[src/include/rer_defs.vh]
`ifndef RER_DEFS_VH
`define RER_DEFS_VH

// ----------------------------------------------------------------------------
// Register byte addresses on the APB side.
// ----------------------------------------------------------------------------
`define RER_ADDR_CTRL 8'h00
`define RER_ADDR_RETRY 8'h04
`define RER_ADDR_TIME 8'h08
`define RER_ADDR_STATUS 8'h0C
`define RER_ADDR_INFO 8'h10

// ----------------------------------------------------------------------------
// Control register field positions and reset value.
// ----------------------------------------------------------------------------
`define RER_CTRL_DISCORR 0
`define RER_CTRL_TERM 1
`define RER_CTRL_POST 2
`define RER_CTRL_RDCONT 4
`define RER_CTRL_XFAIL 5
`define RER_CTRL_ADJ 8
`define RER_CTRL_WCE 9
`define RER_CTRL_RESET 10'h000

// ----------------------------------------------------------------------------
// Retry register: read count in [7:0], write count in [15:8].
// ----------------------------------------------------------------------------
`define RER_RD_LO 0
`define RER_RD_HI 7
`define RER_WR_LO 8
`define RER_WR_HI 15
`define RER_RETRY_RESET 16'h0101
`define RER_TIME_RESET 16'h0000

// ----------------------------------------------------------------------------
// Status register field positions.
// ----------------------------------------------------------------------------
`define RER_ST_SENSE_LO 0
`define RER_ST_SENSE_HI 3
`define RER_ST_CHECK 4
`define RER_ST_BUSY 5
`define RER_ST_ILLEGAL 6
`define RER_ST_RECOV 7
`define RER_ST_PASS_LO 8
`define RER_ST_PASS_HI 15

// ----------------------------------------------------------------------------
// Sense keys, pass limits and timing.
// ----------------------------------------------------------------------------
`define RER_SENSE_NONE 4'h0
`define RER_SENSE_RECOVERED 4'h1
`define RER_SENSE_MEDIUM 4'h3
`define RER_FULL_PASSES 8'h10
`define RER_TICK_MS 50
`define RER_CLK_NS 40
`define RER_NS_PER_MS 1000000
`define RER_TICK_ROUND 17'h00031
`define RER_TICK_DIV 17'h00032

`endif

[src/logic/rer_policy.v]
// What this block does
// RULE1 - Terminate bit set: halt transfer at the first recovered error.
// RULE2 - Host sets post-error whenever it sets terminate.
// RULE3 - Terminate bit clear: keep transferring past recovered errors.
// RULE4 - Read retry count limits read recovery passes; zero disables read recovery.
// RULE5 - Adjustable bit clear: any non-zero read count enables all recovery steps.
// RULE6 - Adjustable bit set: read count is the maximum number of passes.
// RULE7 - Write retry count limits write recovery passes; zero disables write recovery.
// RULE8 - Time limit in 1 ms units per block; host programs 40 to 65535.
// RULE9 - Elapsed recovery time measured in 50 ms steps.
// RULE10 - Block not recovered before time limit: end with Check Condition.
// RULE11 - Write cache enabled: no time limit on writes.
// RULE12 - Time limit zero disables the per-block timer.
// RULE13 - Illegal mode combinations are still accepted without error.
// RULE14 - Mode 000: retry and correct, no Check Condition for recovered errors.
// RULE15 - No error, or recovered only without post-error: transfer full length.
// RULE16 - Unrecoverable error: stop transfer, then Check Condition with sense key.
// RULE17 - Mode 001 sends the failed block; other modes withhold it. The code sends it in modes 000 and 001 when XFAIL is set, else withholds it.
// RULE18 - Host never sets terminate without post-error; such modes are illegal.
// RULE19 - Mode 100: transfer recovered data, Recovered Error check at end.
// RULE20 - In that mode the information field holds the last recovered LBA.
// RULE21 - Post-error set makes the device report recovered errors.
// RULE22 - Failed block sent only as allowed; recoverable blocks always sent.
// RULE23 - Read-continuous overrides the other error bits, on reads only.
// RULE24 - Programmed limit rounds up to whole 50 ms ticks at timer load.
// RULE25 - Pass counter clears per block and stops at the retry limit.
`include "rer_defs.vh"

module rer_policy #(
  parameter TICK_CYCLES = `RER_TICK_MS * `RER_NS_PER_MS / `RER_CLK_NS
) (
  input wire CLK_IN,
  input wire RST_N_IN,
  input wire CE_IN,
  input wire PSEL_IN,
  input wire PENABLE_IN,
  input wire PWRITE_IN,
  input wire [7:0] PADDR_IN,
  input wire [31:0] PWDATA_IN,
  output reg [31:0] PRDATA_OUT,
  output reg PREADY_OUT,
  output reg PSLVERR_OUT,
  input wire CMD_START_IN,
  input wire CMD_WRITE_IN,
  input wire [15:0] CMD_BLOCKS_IN,
  input wire BLK_DONE_IN,
  input wire BLK_ERR_IN,
  input wire [31:0] BLK_LBA_IN,
  input wire PASS_DONE_IN,
  input wire PASS_OK_IN,
  output reg PASS_REQ_OUT,
  output reg FULL_STEPS_OUT,
  output reg XFER_BLOCK_OUT,
  output reg XFER_STOP_OUT,
  output reg CMD_DONE_OUT,
  output reg CHECK_COND_OUT,
  output reg [3:0] SENSE_KEY_OUT,
  output reg [31:0] INFO_LBA_OUT,
  output reg BUSY_OUT
);

  // --------------------------------------------------------------------------
  // States of the command sequencer.
  // --------------------------------------------------------------------------
  localparam [1:0] ST_IDLE = 2'b00;
  localparam [1:0] ST_XFER = 2'b01;
  localparam [1:0] ST_REQ = 2'b10;
  localparam [1:0] ST_WAIT = 2'b11;
  localparam [20:0] TICK_LAST = TICK_CYCLES[20:0] - 21'h000001;

  // Software-visible configuration.
  reg [9:0] ctrl_reg;
  reg [15:0] retry_reg;
  reg [15:0] time_reg;

  // Per-command state.
  reg [1:0] state_reg;
  reg [15:0] blocks_reg;
  reg [7:0] pass_reg;
  reg [7:0] limit_reg;
  reg is_write_reg;
  reg post_reg;
  reg term_reg;
  reg xfail_reg;
  reg rdcont_reg;
  reg timer_on_reg;
  reg [15:0] ticks_reg;
  reg [20:0] presc_reg;
  reg recov_seen_reg;
  reg [31:0] last_lba_reg;

  // --------------------------------------------------------------------------
  // Decoded mode terms.
  // --------------------------------------------------------------------------
  wire cfg_post = ctrl_reg[`RER_CTRL_POST];
  wire cfg_term = ctrl_reg[`RER_CTRL_TERM];
  wire cfg_adj = ctrl_reg[`RER_CTRL_ADJ];
  wire cfg_wce = ctrl_reg[`RER_CTRL_WCE];
  wire [7:0] rd_count = retry_reg[`RER_RD_HI:`RER_RD_LO];
  wire [7:0] wr_count = retry_reg[`RER_WR_HI:`RER_WR_LO];

  // The illegal combination is only flagged; the sequencer runs it anyway.
  wire illegal_mode = cfg_term & ~cfg_post; // RULE13 RULE18

  // A fixed default pass budget stands for "every step" on reads.
  wire [7:0] rd_limit = (rd_count == 8'h00) ? 8'h00 :
                        (cfg_adj ? rd_count : `RER_FULL_PASSES); // RULE4 RULE5 RULE6
  wire [7:0] cmd_limit = CMD_WRITE_IN ? wr_count : rd_limit; // RULE7

  // Round the millisecond limit up to whole ticks; the 17-bit sum cannot wrap.
  wire [16:0] lim_round = {1'b0, time_reg} + `RER_TICK_ROUND;
  wire [16:0] lim_ticks = lim_round / `RER_TICK_DIV; // RULE24
  wire tick = (presc_reg == TICK_LAST);
  wire expired = timer_on_reg & (ticks_reg == 16'h0000); // RULE10

  // --------------------------------------------------------------------------
  // APB slave: one wait-free access phase, writes land at the access edge.
  // --------------------------------------------------------------------------
  wire apb_setup = PSEL_IN & ~PENABLE_IN;
  wire apb_access = PSEL_IN & PENABLE_IN & PREADY_OUT;
  // Status bits as software sees them.
  wire [15:0] status_word = {pass_reg, recov_seen_reg, illegal_mode, BUSY_OUT,
                             CHECK_COND_OUT, SENSE_KEY_OUT};
  wire addr_ok = (PADDR_IN == `RER_ADDR_CTRL) | (PADDR_IN == `RER_ADDR_RETRY) |
                 (PADDR_IN == `RER_ADDR_TIME) | (PADDR_IN == `RER_ADDR_STATUS) |
                 (PADDR_IN == `RER_ADDR_INFO);

  reg [31:0] rd_mux;

  // Read data selection; unmapped addresses read zero.
  always @* begin
    if (PADDR_IN == `RER_ADDR_CTRL) begin
      rd_mux = {22'h000000, ctrl_reg};
    end else if (PADDR_IN == `RER_ADDR_RETRY) begin
      rd_mux = {16'h0000, retry_reg};
    end else if (PADDR_IN == `RER_ADDR_TIME) begin
      rd_mux = {16'h0000, time_reg};
    end else if (PADDR_IN == `RER_ADDR_STATUS) begin
      rd_mux = {16'h0000, status_word};
    end else if (PADDR_IN == `RER_ADDR_INFO) begin
      rd_mux = INFO_LBA_OUT;
    end else begin
      rd_mux = 32'h00000000;
    end
  end

  // Bus handshake and configuration writes. Mode writes are never refused.
  always @(posedge CLK_IN or negedge RST_N_IN) begin
    if (!RST_N_IN) begin
      PREADY_OUT <= 1'b0;
      PSLVERR_OUT <= 1'b0;
      PRDATA_OUT <= 32'h00000000;
      ctrl_reg <= `RER_CTRL_RESET;
      retry_reg <= `RER_RETRY_RESET;
      time_reg <= `RER_TIME_RESET;
    end else if (CE_IN) begin
      if (apb_setup) begin
        PREADY_OUT <= 1'b1;
        PSLVERR_OUT <= ~addr_ok;
        PRDATA_OUT <= PWRITE_IN ? 32'h00000000 : rd_mux;
      end else begin
        PREADY_OUT <= 1'b0;
        PSLVERR_OUT <= 1'b0;
      end
      // Writes land only at the access edge.
      if (apb_access && PWRITE_IN) begin
        if (PADDR_IN == `RER_ADDR_CTRL) begin
          ctrl_reg <= PWDATA_IN[9:0]; // RULE13
        end else if (PADDR_IN == `RER_ADDR_RETRY) begin
          retry_reg <= PWDATA_IN[15:0];
        end else if (PADDR_IN == `RER_ADDR_TIME) begin
          time_reg <= PWDATA_IN[15:0]; // RULE8
        end
      end
    end
  end

  // --------------------------------------------------------------------------
  // Per-block recovery timer. The prescaler restarts at each load, so the
  // first tick arrives a full 50 ms after recovery begins.
  // --------------------------------------------------------------------------
  // Reloaded on every errored block.
  wire timer_load = (state_reg == ST_XFER) & BLK_DONE_IN & BLK_ERR_IN;

  always @(posedge CLK_IN or negedge RST_N_IN) begin
    if (!RST_N_IN) begin
      presc_reg <= 21'h000000;
      ticks_reg <= 16'h0000;
    end else if (CE_IN) begin
      if (timer_load) begin
        presc_reg <= 21'h000000;
        ticks_reg <= lim_ticks[15:0]; // RULE24
      end else if (timer_on_reg && ticks_reg != 16'h0000) begin
        if (tick) begin
          presc_reg <= 21'h000000;
          ticks_reg <= ticks_reg - 16'h0001; // RULE9
        end else begin
          presc_reg <= presc_reg + 21'h000001;
        end
      end
    end
  end

  // --------------------------------------------------------------------------
  // Command sequencer: blocks, recovery passes, stop and status.
  // --------------------------------------------------------------------------
  // Helper terms for the sequencer.
  wire last_block = (blocks_reg == 16'h0001);
  wire send_failed = xfail_reg & ~post_reg & ~term_reg; // RULE17 RULE22
  wire pass_exhausted = ((pass_reg + 8'h01) >= limit_reg);

  always @(posedge CLK_IN or negedge RST_N_IN) begin
    if (!RST_N_IN) begin
      state_reg <= ST_IDLE;
      blocks_reg <= 16'h0000;
      pass_reg <= 8'h00;
      limit_reg <= 8'h00;
      is_write_reg <= 1'b0;
      post_reg <= 1'b0;
      term_reg <= 1'b0;
      xfail_reg <= 1'b0;
      rdcont_reg <= 1'b0;
      timer_on_reg <= 1'b0;
      recov_seen_reg <= 1'b0;
      last_lba_reg <= 32'h00000000;
      PASS_REQ_OUT <= 1'b0;
      FULL_STEPS_OUT <= 1'b0;
      XFER_BLOCK_OUT <= 1'b0;
      XFER_STOP_OUT <= 1'b0;
      CMD_DONE_OUT <= 1'b0;
      CHECK_COND_OUT <= 1'b0;
      SENSE_KEY_OUT <= `RER_SENSE_NONE;
      INFO_LBA_OUT <= 32'h00000000;
      BUSY_OUT <= 1'b0;
    end else if (CE_IN) begin
      PASS_REQ_OUT <= 1'b0;
      XFER_BLOCK_OUT <= 1'b0;
      CMD_DONE_OUT <= 1'b0;
      case (state_reg)
        // Take a start only while idle.
        ST_IDLE: begin
          if (CMD_START_IN) begin
            // Latch the mode and pass limit; WCE and the time limit are still read live at each errored block.
            is_write_reg <= CMD_WRITE_IN;
            post_reg <= cfg_post;
            term_reg <= cfg_term;
            xfail_reg <= ctrl_reg[`RER_CTRL_XFAIL];
            rdcont_reg <= ctrl_reg[`RER_CTRL_RDCONT] & ~CMD_WRITE_IN; // RULE23
            limit_reg <= cmd_limit;
            FULL_STEPS_OUT <= ~CMD_WRITE_IN & ~cfg_adj & (rd_count != 8'h00); // RULE5
            blocks_reg <= CMD_BLOCKS_IN;
            recov_seen_reg <= 1'b0;
            pass_reg <= 8'h00;
            XFER_STOP_OUT <= 1'b0;
            CHECK_COND_OUT <= 1'b0;
            SENSE_KEY_OUT <= `RER_SENSE_NONE;
            if (CMD_BLOCKS_IN == 16'h0000) begin
              CMD_DONE_OUT <= 1'b1;
            end else begin
              BUSY_OUT <= 1'b1;
              state_reg <= ST_XFER;
            end
          end
        end

        // Pass blocks on or enter recovery.
        ST_XFER: begin
          if (BLK_DONE_IN) begin
            if (!BLK_ERR_IN || rdcont_reg) begin
              // Clean block, or read-continuous passing data on unchecked.
              XFER_BLOCK_OUT <= 1'b1; // RULE15 RULE23
              blocks_reg <= blocks_reg - 16'h0001;
              if (last_block) begin
                CMD_DONE_OUT <= 1'b1;
                BUSY_OUT <= 1'b0;
                state_reg <= ST_IDLE;
                if (post_reg && recov_seen_reg && !rdcont_reg) begin
                  CHECK_COND_OUT <= 1'b1; // RULE19 RULE21
                  SENSE_KEY_OUT <= `RER_SENSE_RECOVERED;
                  INFO_LBA_OUT <= last_lba_reg; // RULE20
                end
              end
            end else if (limit_reg == 8'h00) begin
              // Recovery disabled: the block fails at once.
              XFER_BLOCK_OUT <= send_failed; // RULE4 RULE7 RULE17
              XFER_STOP_OUT <= 1'b1; // RULE16
              CHECK_COND_OUT <= 1'b1;
              SENSE_KEY_OUT <= `RER_SENSE_MEDIUM;
              INFO_LBA_OUT <= BLK_LBA_IN;
              CMD_DONE_OUT <= 1'b1;
              BUSY_OUT <= 1'b0;
              state_reg <= ST_IDLE;
            end else begin
              pass_reg <= 8'h00; // RULE25
              timer_on_reg <= (time_reg != 16'h0000) & ~(is_write_reg & cfg_wce); // RULE11 RULE12
              INFO_LBA_OUT <= BLK_LBA_IN;
              state_reg <= ST_REQ;
            end
          end
        end

        // Ask the media for one pass.
        ST_REQ: begin
          PASS_REQ_OUT <= 1'b1;
          state_reg <= ST_WAIT;
        end

        // Await a pass result or expiry.
        ST_WAIT: begin
          if (expired) begin
            // Out of time for this block: same ending as a hard error.
            timer_on_reg <= 1'b0;
            XFER_BLOCK_OUT <= send_failed; // RULE17
            XFER_STOP_OUT <= 1'b1; // RULE10 RULE16
            CHECK_COND_OUT <= 1'b1;
            SENSE_KEY_OUT <= `RER_SENSE_MEDIUM;
            CMD_DONE_OUT <= 1'b1;
            BUSY_OUT <= 1'b0;
            state_reg <= ST_IDLE;
          end else if (PASS_DONE_IN) begin
            if (PASS_OK_IN) begin
              // Recovered blocks always go to the host.
              timer_on_reg <= 1'b0;
              XFER_BLOCK_OUT <= 1'b1; // RULE22
              recov_seen_reg <= 1'b1;
              last_lba_reg <= INFO_LBA_OUT;
              blocks_reg <= blocks_reg - 16'h0001;
              if (term_reg) begin
                XFER_STOP_OUT <= 1'b1; // RULE1
                CHECK_COND_OUT <= 1'b1;
                SENSE_KEY_OUT <= `RER_SENSE_RECOVERED;
                CMD_DONE_OUT <= 1'b1;
                BUSY_OUT <= 1'b0;
                state_reg <= ST_IDLE;
              end else if (last_block) begin
                CMD_DONE_OUT <= 1'b1;
                BUSY_OUT <= 1'b0;
                state_reg <= ST_IDLE;
                if (post_reg) begin
                  CHECK_COND_OUT <= 1'b1; // RULE19 RULE21
                  SENSE_KEY_OUT <= `RER_SENSE_RECOVERED;
                end // RULE14
              end else begin
                state_reg <= ST_XFER; // RULE3 RULE15
              end
            end else if (pass_exhausted) begin
              timer_on_reg <= 1'b0;
              XFER_BLOCK_OUT <= send_failed; // RULE17
              XFER_STOP_OUT <= 1'b1; // RULE16
              CHECK_COND_OUT <= 1'b1;
              SENSE_KEY_OUT <= `RER_SENSE_MEDIUM;
              CMD_DONE_OUT <= 1'b1;
              BUSY_OUT <= 1'b0;
              state_reg <= ST_IDLE;
            end else begin
              pass_reg <= pass_reg + 8'h01; // RULE25
              state_reg <= ST_REQ;
            end
          end
        end

        // Unused code falls back to idle.
        default: begin
          state_reg <= ST_IDLE;
        end
      endcase
    end
  end

endmodule

[config.mk]
export PLATFORM = sky130hd
export DESIGN_NAME = rer_policy
export DESIGN_NICKNAME = d
export VERILOG_FILES = /design/src/logic/rer_policy.v
export VERILOG_INCLUDE_DIRS = /design/src /design/src/include
export SDC_FILE = /design/constraint.sdc
export NUM_CORES = 1
export LEC_CHECK = 0
export BUFFER_PORTS_ARGS = -buffer_cell sky130_fd_sc_hd__buf_2
export CAP_MARGIN = 20
export CORE_MARGIN = 2
export CORE_UTILIZATION = 36
export CTS_CLUSTER_DIAMETER = 120
export DETAILED_ROUTE_END_ITERATION = 8
export PLACE_DENSITY = 0.5
export SLEW_MARGIN = 20
export SYNTH_ARGS = -nofsm -noshare
export SYNTH_HDL_FRONTEND = slang
export SYNTH_SLANG_ARGS = --single-unit
[constraint.sdc]
create_clock -name CLK_IN -period 16 [get_ports CLK_IN]
set_input_delay 3.2 -clock CLK_IN [delete_from_list [all_inputs] [get_ports CLK_IN]]
set_output_delay 3.2 -clock CLK_IN [all_outputs]
set_load 0.02 [all_outputs]
==> summary.md, run 1 <==
Setup repair after global routing left no endpoint under its margin. The critical path ends at ticks_reg[0]$_DFFE_PN0P_. The combinational cell fraction of total power is 0.261, and the total setup buffers inserted after CTS is 0. Most common cell after layout, fill and taps aside: dfrtp_1. For this design, the slowest cell found on the critical path is nor4_1.

In this run, distinct cell masters in the synthesized netlist total 105. CTS saw 226 sinks. The flow ran to the end, and the final reports show no timing, DRC or antenna violations.

The fraction of layout instances using a drive strength above 1 is 0.219, and the internal power consumption is 0.00129 W. The first detailed-routing pass ran for 5 iterations. In the routed layout, each cell is associated on average with a via count of 5.59.

The logs give 27 for the CTS buffer count and 0 for the max capacitance violation total. The type of the setup path with the least slack is register to register. The logs give 0.364 for the effective utilization at floorplan and 9.56 ns for the arrival time reported for the critical path endpoint. The run gives 1523 as the gate count of the mapped netlist.

The overall die height is 201 um, and the number of global-route vias before repair is 11900. Counting along the longest clock path gives a buffer depth of 3. The share of synthesized registers carrying an async set or reset came out at 1.00. The run gives 0.844 as the weighted congestion reported at the end of routability-driven placement.

The area of the die came out at 40400 um2. Summing internal, switching and leakage power gives 0.00199 W. The number of flops mapped to enable cells by yosys was 0; the number of nets with antenna violations after detailed routing was 0. For this design the total switching power over the nets is 0.000700 W.

The number of antenna violations at the first check in global routing was 2. The endpoint of the lowest-slack register-to-register path was ticks_reg[0]$_DFFE_PN0P_. The port buffer count was 158; the post-layout instance area was 16100 um2. The top cell types in the final layout, fill and taps aside, are 224 x dfrtp_1, 185 x nand2_1, 157 x buf_2.

Of all nets on the critical path, the largest fanout is 13. The headroom to the max-slew limit was 0.267; the maximum number of pins on one net before global-route repair was 98. The share of the clock period used by the worst path was 0.572.

Clock latency on the worst-skew pair, taken at its later pin, is 0.54 ns. After the first detailed-routing iteration, the DRC count stood at 867. The largest incremental delay on the critical path is 0.85 ns. The final-stage net count was 1746.

The routed length per placed instance is 19.1 um. In this run the cell area of the synthesized design comes to 14000 um2. IR analysis of the VDD net gives a maximum drop of 0.0897 mV. The worst register-to-register path begins at time_reg[0]$_DFFE_PN0P_.

The run gives 0.405 as the sequential fraction of the synthesis area. The standard cell core area was 38500 um2. During I/O placement, the number of pins put on the boundary was 177.

Setup violations remaining at the end of the flow were counted as 0. The analysis attributes to cell leakage a power of 7.03 nW. The half-perimeter wire length after placement is 30000 um, and the global-route usage over all layers is 0.203. The worst register-to-register path has a setup slack of 6.84 ns. Data on the critical path is required at its endpoint by 16.40 ns. Tracing the worst setup path back leads to its startpoint at time_reg[0]$_DFFE_PN0P_. Type of the most critical hold path: register to register. The number of levels in the clock H-tree is 1. In this run the clock root is driven by a clkbuf_16.

In the routed design, unresolved DRC markers number 0. The placed instances occupy a cell area of 15200 um2. The tools report the highest clock frequency the design can meet as 109 MHz. The floorplan has 72 rows.

The final hold violation count was 0; the switching part of the total was 0.352. For this design the ratio of total power to cell area is 124 nW/um2. For the clock share of power, the log shows 0.322. After synthesis the netlist holds a flip-flop and latch count of 226.

The area growth from synthesis to layout is 15.1%. The final period demand of the worst path is 9.16 ns, and the part of the total power dissipated in sequential elements is 0.416. For this block, the via count after detailed routing is 12100. For this block, the routed nets add up to 41500 um of wire.

Dividing the synthesized area by the synthesized cell count gives 9.18 um2. The actual slew at the worst max-slew pin is 1.10 ns. STA classifies the critical path startpoint as a register. For the final routed database, the setup TNS stands at 0 ns.

Among all flip-flop cells after synthesis, the most frequent one is dfrtp_1. After global routing the overflow that remains totals 0. For the total number of yosys warnings, the log shows 0. The die is 201 um wide.

Once the clock tree was built, the resizer swapped 0 gates to a different size. The max-slew violation count was 0. The clock arrives with 0.0176 ns of skew. The worst-case reg-to-reg path depth was 26. TritonCTS built the clock tree.

The first global-routing pass estimated 67400 um of wire. Clock-pin slew was measured on the worst setup and hold paths at 0.06 ns. In this run, post-CTS hold repair placed 0 buffers.

The worst setup path is captured at a register. The hold path startpoint was PRDATA_OUT[13]$_DFFE_PN0P_.
-- worst max-delay path, delay by kind of cell, from the launching register on --
kind | cells | cell delay [ns]
AND/OR/NAND/NOR | 9 | 3.59
AO/OA/AOI/OAI | 13 | 3.56
adder cells (fa/ha/maj) | 2 | 0.80
flip-flops | 1 | 0.51
multiplexers | 1 | 0.27
XOR/XNOR | 1 | 0.27
-- synth_stat cells (10+ instances only) --
cell type	count	share of area
ha_1	16	0.014
xnor2_1	26	0.016
a22o_1	33	0.021
nand2b_1	28	0.013
nor2b_1	12	0.0054
o211ai_1	15	0.0081
and2_1	14	0.0063
or3_1	17	0.0076
nand4_1	17	0.0076
nor2_1	123	0.033
a211oi_1	10	0.0054
a22oi_1	20	0.011
o21ai_0	82	0.029
a21o_1	10	0.0054
nor3_1	44	0.016
o31ai_1	11	0.0059
o22ai_1	18	0.0081
and3_1	17	0.0076
inv_1	27	0.0072
a21oi_1	68	0.024
nor4_1	32	0.014
clkbuf_1	70	0.019
nand3_1	42	0.015
a31oi_1	42	0.019
mux2_2	81	0.065
buf_2	16	0.0057
dfrtp_1	224	0.40
xor2_1	25	0.016
a221o_1	11	0.0079
mux2i_1	12	0.0086
nand2_1	185	0.050
-- routing by layer --
metal,GRT usage,vias up,wire [um]
met1,0.283,5916,19400
met5,0,-,11
li1,-,5889,-
met4,0.0505,2,952
met3,0.0290,60,1790
met2,0.333,267,19400
-- kinds of logic (layout without fill, tap and decap cells) --
group	count (synthesis)	after routing	synth area share
xor+xnor	56	56	0.0386
other cells	1	4	0.000268
buf+inv	122	249	0.0361
simple gates	580	580	0.205
flops	226	226	0.405
compound gates	425	425	0.224
fa+ha+maj	20	20	0.0174
mux	93	93	0.0738
-- power groups by stage --
stage | registers, W | logic, W | clock network [W]
finish | 0.000829 | 0.000520 | 0.000641
global route | 0.000849 | 0.000586 | 0.000678
CTS | 0.000830 | 0.000526 | 0.000655
detailed placement | 0.000839 | 0.000525 | 0
global placement | 0.000835 | 0.000518 | 0
floorplan | 0.000850 | 0.000317 | 0
-- stage by stage --
stage	std cells	setup slack, ns	hold WS (ns)	util
after detailed placement	2119	6.83	0.472	0.394
after global routing	2169	6.16	0.513	0.418
after floorplan	1524	8.52	0.455	-
final	2171	6.84	0.490	0.418
after CTS	2169	6.83	0.490	0.418
after global placement	2119	6.85	0.461	0.394
-- worst min-delay path by stage --
stage / endpoint / cells after the start / slack [ns]
global placement: PRDATA_OUT[14]$_DFFE_PN0P_ / 2 / 0.46
floorplan: recov_seen_reg$_DFFE_PN0P_ / 1 / 0.46
finish: PRDATA_OUT[13]$_DFFE_PN0P_ / 2 / 0.49
CTS: PRDATA_OUT[13]$_DFFE_PN0P_ / 2 / 0.49
detailed placement: PRDATA_OUT[11]$_DFFE_PN0P_ / 2 / 0.47
global route: is_write_reg$_DFFE_PN0P_ / 1 / 0.51
-- cell type report --
type | instances | area [um2]
Multi-Input combinational cell | 1176 | 7870
Antenna cell | 2 | 5.00
Tap cell | 518 | 648
Inverter | 28 | 105
Fill cell | 3889 | 22400
Clock buffer | 39 | 751
Sequential cell | 226 | 5660
Timing Repair Buffer | 171 | 898
Clock inverter | 11 | 163
No activity file was read; power rests on OpenSTA's default activity.
==> run 2, diff against run 1 <==
--- a/config.mk
+++ b/config.mk
@@ -12,7 +12,7 @@
 export CORE_UTILIZATION = 36
 export CTS_CLUSTER_DIAMETER = 120
 export DETAILED_ROUTE_END_ITERATION = 8
-export PLACE_DENSITY = 0.5
+export PLACE_DENSITY = 0.52
 export SLEW_MARGIN = 20
 export SYNTH_ARGS = -nofsm -noshare
 export SYNTH_HDL_FRONTEND = slang
==> constraint.sdc (replaced) <==
create_clock -name CLK_IN -period 7.7 [get_ports CLK_IN]
set_input_delay 1.54 -clock CLK_IN [delete_from_list [all_inputs] [get_ports CLK_IN]]
set_output_delay 1.54 -clock CLK_IN [all_outputs]
set_load 0.02 [all_outputs]
==> run 2 against run 1 <==
  * Critical path depth increased by 1
  * Core utilization up 2.4 points
  * Combinational power is 110% higher
  * Worst setup slack lost 6.6 ns
  * Die area unchanged
  * Clock power rose by 87%
  * Via count up 3.7%
  * Final area increased by 5.7%
  * Count of clock-buffer cells in the layout increased by 1
==> summary.md, run 2 (synthesis gave the netlist of run 1 again) <==
CTS saw 226 sinks. The share of the clock period used by the worst path works out to 0.963. In the layout the commonest cells are 220 x dfrtp_1, 184 x nand2_1, 157 x buf_2.

The chip width was 201 um. Cell depth of the worst hold path: 1. Worst-case reg-to-reg path depth: 27.

Clock-pin slew reported for the worst setup and hold paths after clock tree synthesis: 0.06 ns. The worst path in the final design needs a cycle of 7.41 ns, including I/O delays and setup. The critical-path maximum fanout came out at 7.

For hold timing, the worst endpoint is PRDATA_OUT[4]$_DFFE_PN0P_. The run gives 1 as the number of levels in the clock H-tree. The run gives 3 as the maximum buffer depth of the clock tree. The first global-routing pass estimated 67100 um of wire. For the area taken by flip-flops and latches, the log shows 5660 um2. The logs give 1839 for the final-stage net count and 7 for the number of antenna violations at the first check in global routing. The effective utilization at floorplan came out at 0.364.

The critical path startpoint category is a register. The met1 capacity usage during global routing is 0.276, and the worst-case clock skew is 0.0155 ns. Post-layout instance area: 17000 um2. The design draws 0.00401 W. The tools report the remaining global-route overflow as 0. Wires add up to 42200 um. In this run the remaining antenna-violating nets after routing total 0. The run gives 0.292 as the headroom to the max-slew limit.

The tools report the placed standard-cell area as 15800 um2. The logs give 5 for the detailed-routing iteration count for the pre-antenna-repair pass and 0.0311 for the met3 usage in global routing. STA puts the critical path data arrival time at 7.82 ns. The tools report the setup slack after placement as -0.0445 ns. The tools report the CTS buffer count as 25. After floorplanning, the core was divided into 72 placement rows.

The floorplan step defined a die boundary enclosing 40400 um2. The run gives 38500 um2 as the standard cell core area. The type of the most critical hold path is register to register.

The area growth from synthesis to layout came out at 21.7%. In this run the tool buffered the top-level ports with 158 buffer cells. For the worst-skew pair, the clock arrives at the later sink with an insertion delay of 0.53 ns. The fraction of layout instances using a drive strength above 1 was 0.282. The endpoint of the lowest-slack register-to-register path is ticks_reg[0]$_DFFE_PN0P_. The tools report the maximum number of pins on one net before global-route repair as 108.

The die is 201 um tall. Leaving out fill and tap cells, the most frequent cell in the layout is dfrtp_1. During I/O placement, the number of pins put on the boundary was 177. The tools report the number of design-rule violations left by the first detailed-router iteration as 655. Across the VDD grid, the largest voltage drop is 0.212 mV.

The post-route worst setup slack was 0.288 ns. The run gives 0.442 as the final design utilization. The analysis attributes to cell leakage a power of 7.51 nW. The routed layout has 12600 vias. Dividing the detail-routed wire length by the instance count gives 18.7 um.

The number of global-route vias before repair is 12200, and the filler cell count is 3824. The worst setup path is of the register to register kind. The tool flagged a number of max-cap violations equal to 0. The global-route met2 utilization was 0.335.

The logs give 8160 um2 for the multi-input logic area and 2203 for the placed cell count. The tools report the max-slew violation count as 0. After detailed routing, the number of vias per cell comes to 5.56. The worst setup path is captured at a register.

The run finished with clean final reports. In this run the clock root is driven by a clkbuf_16. Routability-driven placement finished with a final weighted congestion of 0.849. The number of hold buffers added after CTS was 0. At the pin with the least slew margin, the transition time is 1.05 ns. TritonCTS built the clock tree. For the total setup violations reported at the end of the flow, the log shows 0. At the worst endpoint, the required time is 8.11 ns.

The register-to-register path setup slack is 0.29 ns, and the total power density per cell area is 236 nW/um2. The final hold violation count was 0. Hold path startpoint: PRDATA_OUT[4]$_DFFE_PN0P_. The global routing's busiest layer was met2.

The half-perimeter wire length after placement was 30800 um; the DRC violation count after routing was 0. The finished layout holds 2261 standard cells, fillers aside. The logs give 0.202 for the global-route usage over all layers and 135 MHz for the highest clock frequency the design can meet.

The startpoint of the worst-slack reg-to-reg timing path is time_reg[0]$_DFFE_PN0P_.
-- run 2: cell types whose count changed in the layout (fill, tap and decap cells not counted), moves of 4 or more --
cell      before  now
dfrtp_2        0    4
dfrtp_1      224  220
clkbuf_8       3    8
buf_4         13  107
mux2i_1       12    8
-- run 2: worst max-delay path by stage --
stage | to | cells past startpoint | slack (ns) | from
detailed placement | ticks_reg[0]$_DFFE_PN0P_ | 27 | -0.04 | time_reg[3]$_DFFE_PN0P_
global route | ticks_reg[0]$_DFFE_PN0P_ | 28 | -0.03 | time_reg[5]$_DFFE_PN0P_
floorplan | ticks_reg[0]$_DFFE_PN0P_ | 29 | 0.22 | time_reg[0]$_DFFE_PN0P_
CTS | ticks_reg[0]$_DFFE_PN0P_ | 28 | 0.008 | time_reg[1]$_DFFE_PN0P_
global placement | ticks_reg[0]$_DFFE_PN0P_ | 27 | 0.07 | time_reg[0]$_DFFE_PN0P_
finish | ticks_reg[0]$_DFFE_PN0P_ | 27 | 0.29 | time_reg[0]$_DFFE_PN0P_
-- run 2: timing repair --
action	CTS	global route
setup buffers	0	11
resized for setup	7	49
pin swaps	0	14
setup endpoints to repair	1	2
-- run 2: layout make-up --
cell class / instances / share of cell area
diodes: 2 / 0.000294
flip-flops and latches: 226 / 0.333
well taps: 518 / 0.0381
clock inverters: 5 / 0.00331
inverters: 28 / 0.00618
clock buffers: 40 / 0.0448
multi-input cells: 1176 / 0.479
repair buffers: 266 / 0.0954
-- run 2: report_power, final --
part | total [W] | internal (W) | switching [W]
sequential | 0.00172 | 0.00145 | 0.000268
combinational | 0.00109 | 0.000423 | 0.000669
clock | 0.00120 | 0.000708 | 0.000488
-- run 2: per-stage QoR --
step / TNS, ns / hold slack [ns]
after global routing: -0.0349 / 0.516
final: 0 / 0.483
after detailed placement: -0.0445 / 0.474
after floorplan: 0 / 0.455
after CTS: 0 / 0.489
after global placement: 0 / 0.467
-- run 2: worst max-delay path, cell delays in order, from the launching register on --
cell and delay, ns:
dfrtp_1 0.38, ha_1 0.25, a311oi_4 0.39, nor3_2 0.12
or3_4 0.38, nand2_1 0.14, o211ai_4 0.10, or4_4 0.63
a21o_1 0.24, a22oi_4 0.26, buf_4 0.17, a211oi_4 0.07
o211a_1 0.23, o31a_4 0.38, o22ai_2 0.21, mux2i_2 0.28
nand2_1 0.14, o311ai_4 0.35, nand3_1 0.15, o2111a_1 0.33
o221a_4 0.34, nor2_2 0.19, maj3_1 0.25, a2111oi_0 0.12
or4_4 0.58, nor4b_1 0.33, a221o_1 0.19, o211ai_2 0.08
-- run 2: per-layer routing --
layer  vias up  part of all wire
met4         6             0.025
li1       6058                 -
met1      6168              0.45
met3        54             0.050
met2       292              0.47
met5         -           0.00090
==> run 3, diff against run 2 <==
--- a/config.mk
+++ b/config.mk
@@ -6,6 +6,7 @@
 export SDC_FILE = /design/constraint.sdc
 export NUM_CORES = 1
 export LEC_CHECK = 0
+export ABC_AREA = 1
 export BUFFER_PORTS_ARGS = -buffer_cell sky130_fd_sc_hd__buf_2
 export CAP_MARGIN = 20
 export CORE_MARGIN = 2
@@ -13,6 +14,8 @@
 export CTS_CLUSTER_DIAMETER = 120
 export DETAILED_ROUTE_END_ITERATION = 8
 export PLACE_DENSITY = 0.52
+export RECOVER_POWER = 50
+export REMOVE_ABC_BUFFERS = 1
 export SLEW_MARGIN = 20
 export SYNTH_ARGS = -nofsm -noshare
 export SYNTH_HDL_FRONTEND = slang
==> run 3 against run 2 <==
  * The flow now finishes with violations (capacitance limit, slew limit)
  * Global-route usage is 0.059 points lower
  * Non-clock buffer count is 100 lower
  * Core utilization fell by 2.1 points
  * First-iteration DRC count is 30% higher
  * Synthesized cell count up 17%
  * Sequential share of layout area grew 3.5 points
  * Final cell count is 6.5% higher
  * Sequential power rose by 2%
  * Critical path depth grew 25
  * Largest cell class unchanged
  * Die area is 4.9% lower
  * Combinational power increased by 24%
==> summary.md, run 3 <==
STA classifies the critical path startpoint as a register. Leaving out fill and tap cells, the most frequent cells in the layout are 382 x nand2_1, 254 x inv_1, 240 x o21ai_0. Total power density per cell area: 288 nW/um2. The arrival time reported for the critical path endpoint is 6.65 ns. The number of global-route vias before repair was 11700.

The maximum resistive drop on vdd is 0.181 mV, and the largest incremental delay on the critical path is 0.46 ns. After routing, the total negative slack on setup checks comes to 0 ns. The total setup violations reported at the end of the flow was 0; the total setup buffers inserted after CTS was 0. The count of buffer and inverter cells on the critical path came out at 1.

The clock-pin slew reported for the worst setup and hold paths after clock tree synthesis is 0.06 ns. Setup repair after global routing left no endpoint under its margin. The clock reaches the later pin of the worst-skew pair after 0.55 ns. For the final design utilization, the log shows 0.422. The flow ran to the end, but the final reports show violations. The count of cell types in the netlist was 57.

The die is 196 um tall. The max-slew violation count came out at 263. Static timing analysis puts the maximum clock frequency at 161 MHz. Entering global routing, the biggest net connects 165 pins.

The fraction of layout instances using a drive strength above 1 is 0.145, and the average cell area after synthesis is 7.47 um2. The area share of the largest cell type after synthesis was 0.422. Following the worst setup path forward leads to its endpoint at ticks_reg[0]$_DFFE_PN0P_. Sorting the synthesized cells by how often they occur yields 382 x nand2_1, 254 x inv_1, 240 x o21ai_0. The family with the most delay on the worst path is simple AND/OR/NAND/NOR gates. The share of synthesized registers carrying an async set or reset was 1.00.

The run gives 854 as the number of design-rule violations left by the first detailed-router iteration. TritonCTS created 27 clock buffers. Detailed placement ended at an HPWL of 28100 um.

For the maximum buffer depth of the clock tree, the log shows 3. The tools report the standard cell core area as 36500 um2. After layout, the worst setup slack is 1.49 ns. Wires add up to 38500 um.

Along the worst path, the maximum fanout reaches 7. The most common flop cell mapped by yosys is dfrtp_1. The run gives 38500 um2 as the area of the die. The area growth from synthesis to layout came out at 15.9%.

Yosys attributes the largest share of cell area to dfrtp_1 42%, nand2_1 11%, o21ai_0 9.0%. The share of the clock period used by the worst path came out at 0.806. The global-route usage over all layers is 0.201, and the number of antenna violations at the first check in global routing is 1. Leaving out fill and tap cells, the most frequent cell in the layout is nand2_1. The most common cell in the synthesized netlist is nand2_1.

The gate count of the mapped netlist was 1780; the remaining global-route overflow was 0. For this design the static power due to leakage is 7.49 nW. The post-synthesis cell area is 13300 um2, and the sink count of the clock tree is 226. Subtracting the final worst setup slack from the clock period gives 6.21 ns. The required time at the worst-slack endpoint is 8.14 ns, and the routed length per placed instance is 16.0 um.

The register bit total from synthesis is 226. The worst setup path is captured at a register. The final non-filler cell total was 2408.

Start point of the critical path: time_reg[0]$_DFFE_PN0P_. The checks that failed: capacitance limit, slew limit. The cell at the root of the clock tree was clkbuf_16. Hold repair after CTS inserted 0 buffers. The tools report the vias after detailed routing as 12300. For the DRC violation count after routing, the log shows 0. The tightest min-delay check is of the register to register type.

The startpoint identified for the worst register-to-register timing path is time_reg[0]$_DFFE_PN0P_. Chip width: 196 um. The ratio of routed vias to standard cells works out to 5.12.

Hold path startpoint: CMD_DONE_OUT$_DFFE_PN0P_. The tightest hold path in the finished design has a slack of 0.474 ns. The pre-antenna-repair detailed-routing pass consisted of 5 iterations. The placed cell count was 2357.

The congestion estimate from routability-driven global placement came to 0.853. The endpoint identified for the worst register-to-register timing path is ticks_reg[0]$_DFFE_PN0P_. The floorplan has 70 rows. The logs give 62900 um for the first-pass GRT wire length and 0.364 for the effective utilization at floorplan. Port buffer count: 158.

The logic depth of the worst setup path including buffers was 52. The worst-path cell with the longest stage delay is dfrtp_1. Yosys printed 0 warnings. Across all register-to-register paths, the minimum setup slack is 1.49 ns. Once detail routing completed, the nets flagged for antenna violations numbered 0. Headroom to the max-slew limit: -1.30. The number of cells on the worst reg-to-reg path is 52. Across the run, the number of max-cap violations was 3.

At the pin with the least slew margin, the transition time is 3.45 ns. Counting flops with a built-in enable in the synthesized netlist gives 0. For the final hold violation count, the log shows 0.

The setup slack after placement was 1.48 ns; the sequential fraction of the synthesis area was 0.426. The logs give 0.0272 ns for the worst-case clock skew and 1 for the number of levels in the clock H-tree. The critical path's most frequent cell is nand2_2. Gates resized during post-CTS repair numbered 0. The synthesized design spends more area on one cell type than any other, namely dfrtp_1.

The critical path is of the register to register type. At the end of the flow, the number of nets in the layout was 2034. TritonCTS built the clock tree.

Pin placement for this block handled 177 I/O pins.
-- run 3: cell count changes in the layout (fill, tap and decap cells not counted), sizes merged, moves of 18 or more --
cell	previous run	this run
clkbuf	40	78
nor3	47	28
a31oi	43	10
nand2b	29	0
buf	266	127
a22o	33	1
nand4	17	35
nand3	45	90
o21ai	90	256
mux2	81	2
nand2	185	438
xnor2	30	1
inv	28	266
-- run 3: final cells by class --
cell class / instances / area [um2]
fill: 3770 / 21100
multi-input combinational: 1227 / 6430
sequential: 226 / 5660
inverter: 270 / 1020
timing repair buffer: 166 / 801
clock buffer: 39 / 751
tap: 468 / 586
clock inverter: 11 / 155
antenna: 1 / 2.50
-- run 3: stage by stage --
stage                     instance area [um2]  total power [W]
after floorplan                         13100          0.00265
after CTS                               15500          0.00448
after global placement                  14500          0.00311
final                                   15400          0.00443
after detailed placement                14500          0.00314
after global routing                    15400          0.00475
-- run 3: how the worst min path moves through the flow --
| stage | endpoint | slack [ns] | cells after the start |
|---|---|---|---|
| 6_report | CMD_DONE_OUT$_DFFE_PN0P_ | 0.47 | 1 |
| 3_5_place_dp | CMD_DONE_OUT$_DFFE_PN0P_ | 0.46 | 1 |
| 5_1_grt | PRDATA_OUT[25]$_DFFE_PN0P_ | 0.50 | 2 |
| 4_1_cts | CMD_DONE_OUT$_DFFE_PN0P_ | 0.48 | 1 |
| 3_3_place_gp | ctrl_reg[6]$_DFFE_PN0P_ | 0.46 | 2 |
| 2_1_floorplan | presc_reg[2]$_DFFE_PN0P_ | 0.45 | 1 |
-- run 3: report_power, final --
group	internal (W)	switching [W]	leakage, nW	total (W)
Clock	0.000783	0.000532	0.442	0.00132
Sequential	0.00151	0.000254	2.89	0.00176
Combinational	0.000446	0.000907	4.16	0.00135
Total	0.00274	0.00169	7.49	0.00443
-- run 3: kinds of logic after synthesis --
family,count (synthesis),share of synthesized area
compound gates,429,0.184
xor+xnor,19,0.0125
fa+ha+maj,16,0.0151
buf+inv,328,0.0940
flops,226,0.426
mux,2,0.00169
other cells,1,0.000282
simple gates,759,0.267
-- run 3: per-layer routing --
| metal | routed length [um] | global-route usage | part of all wire |
|---|---|---|---|
| met2 | 17300 | 0.327 | 0.45 |
| met5 | 0 | 0 | 0 |
| met1 | 18700 | 0.290 | 0.49 |
| met4 | 852 | 0.0429 | 0.022 |
| met3 | 1650 | 0.0218 | 0.043 |
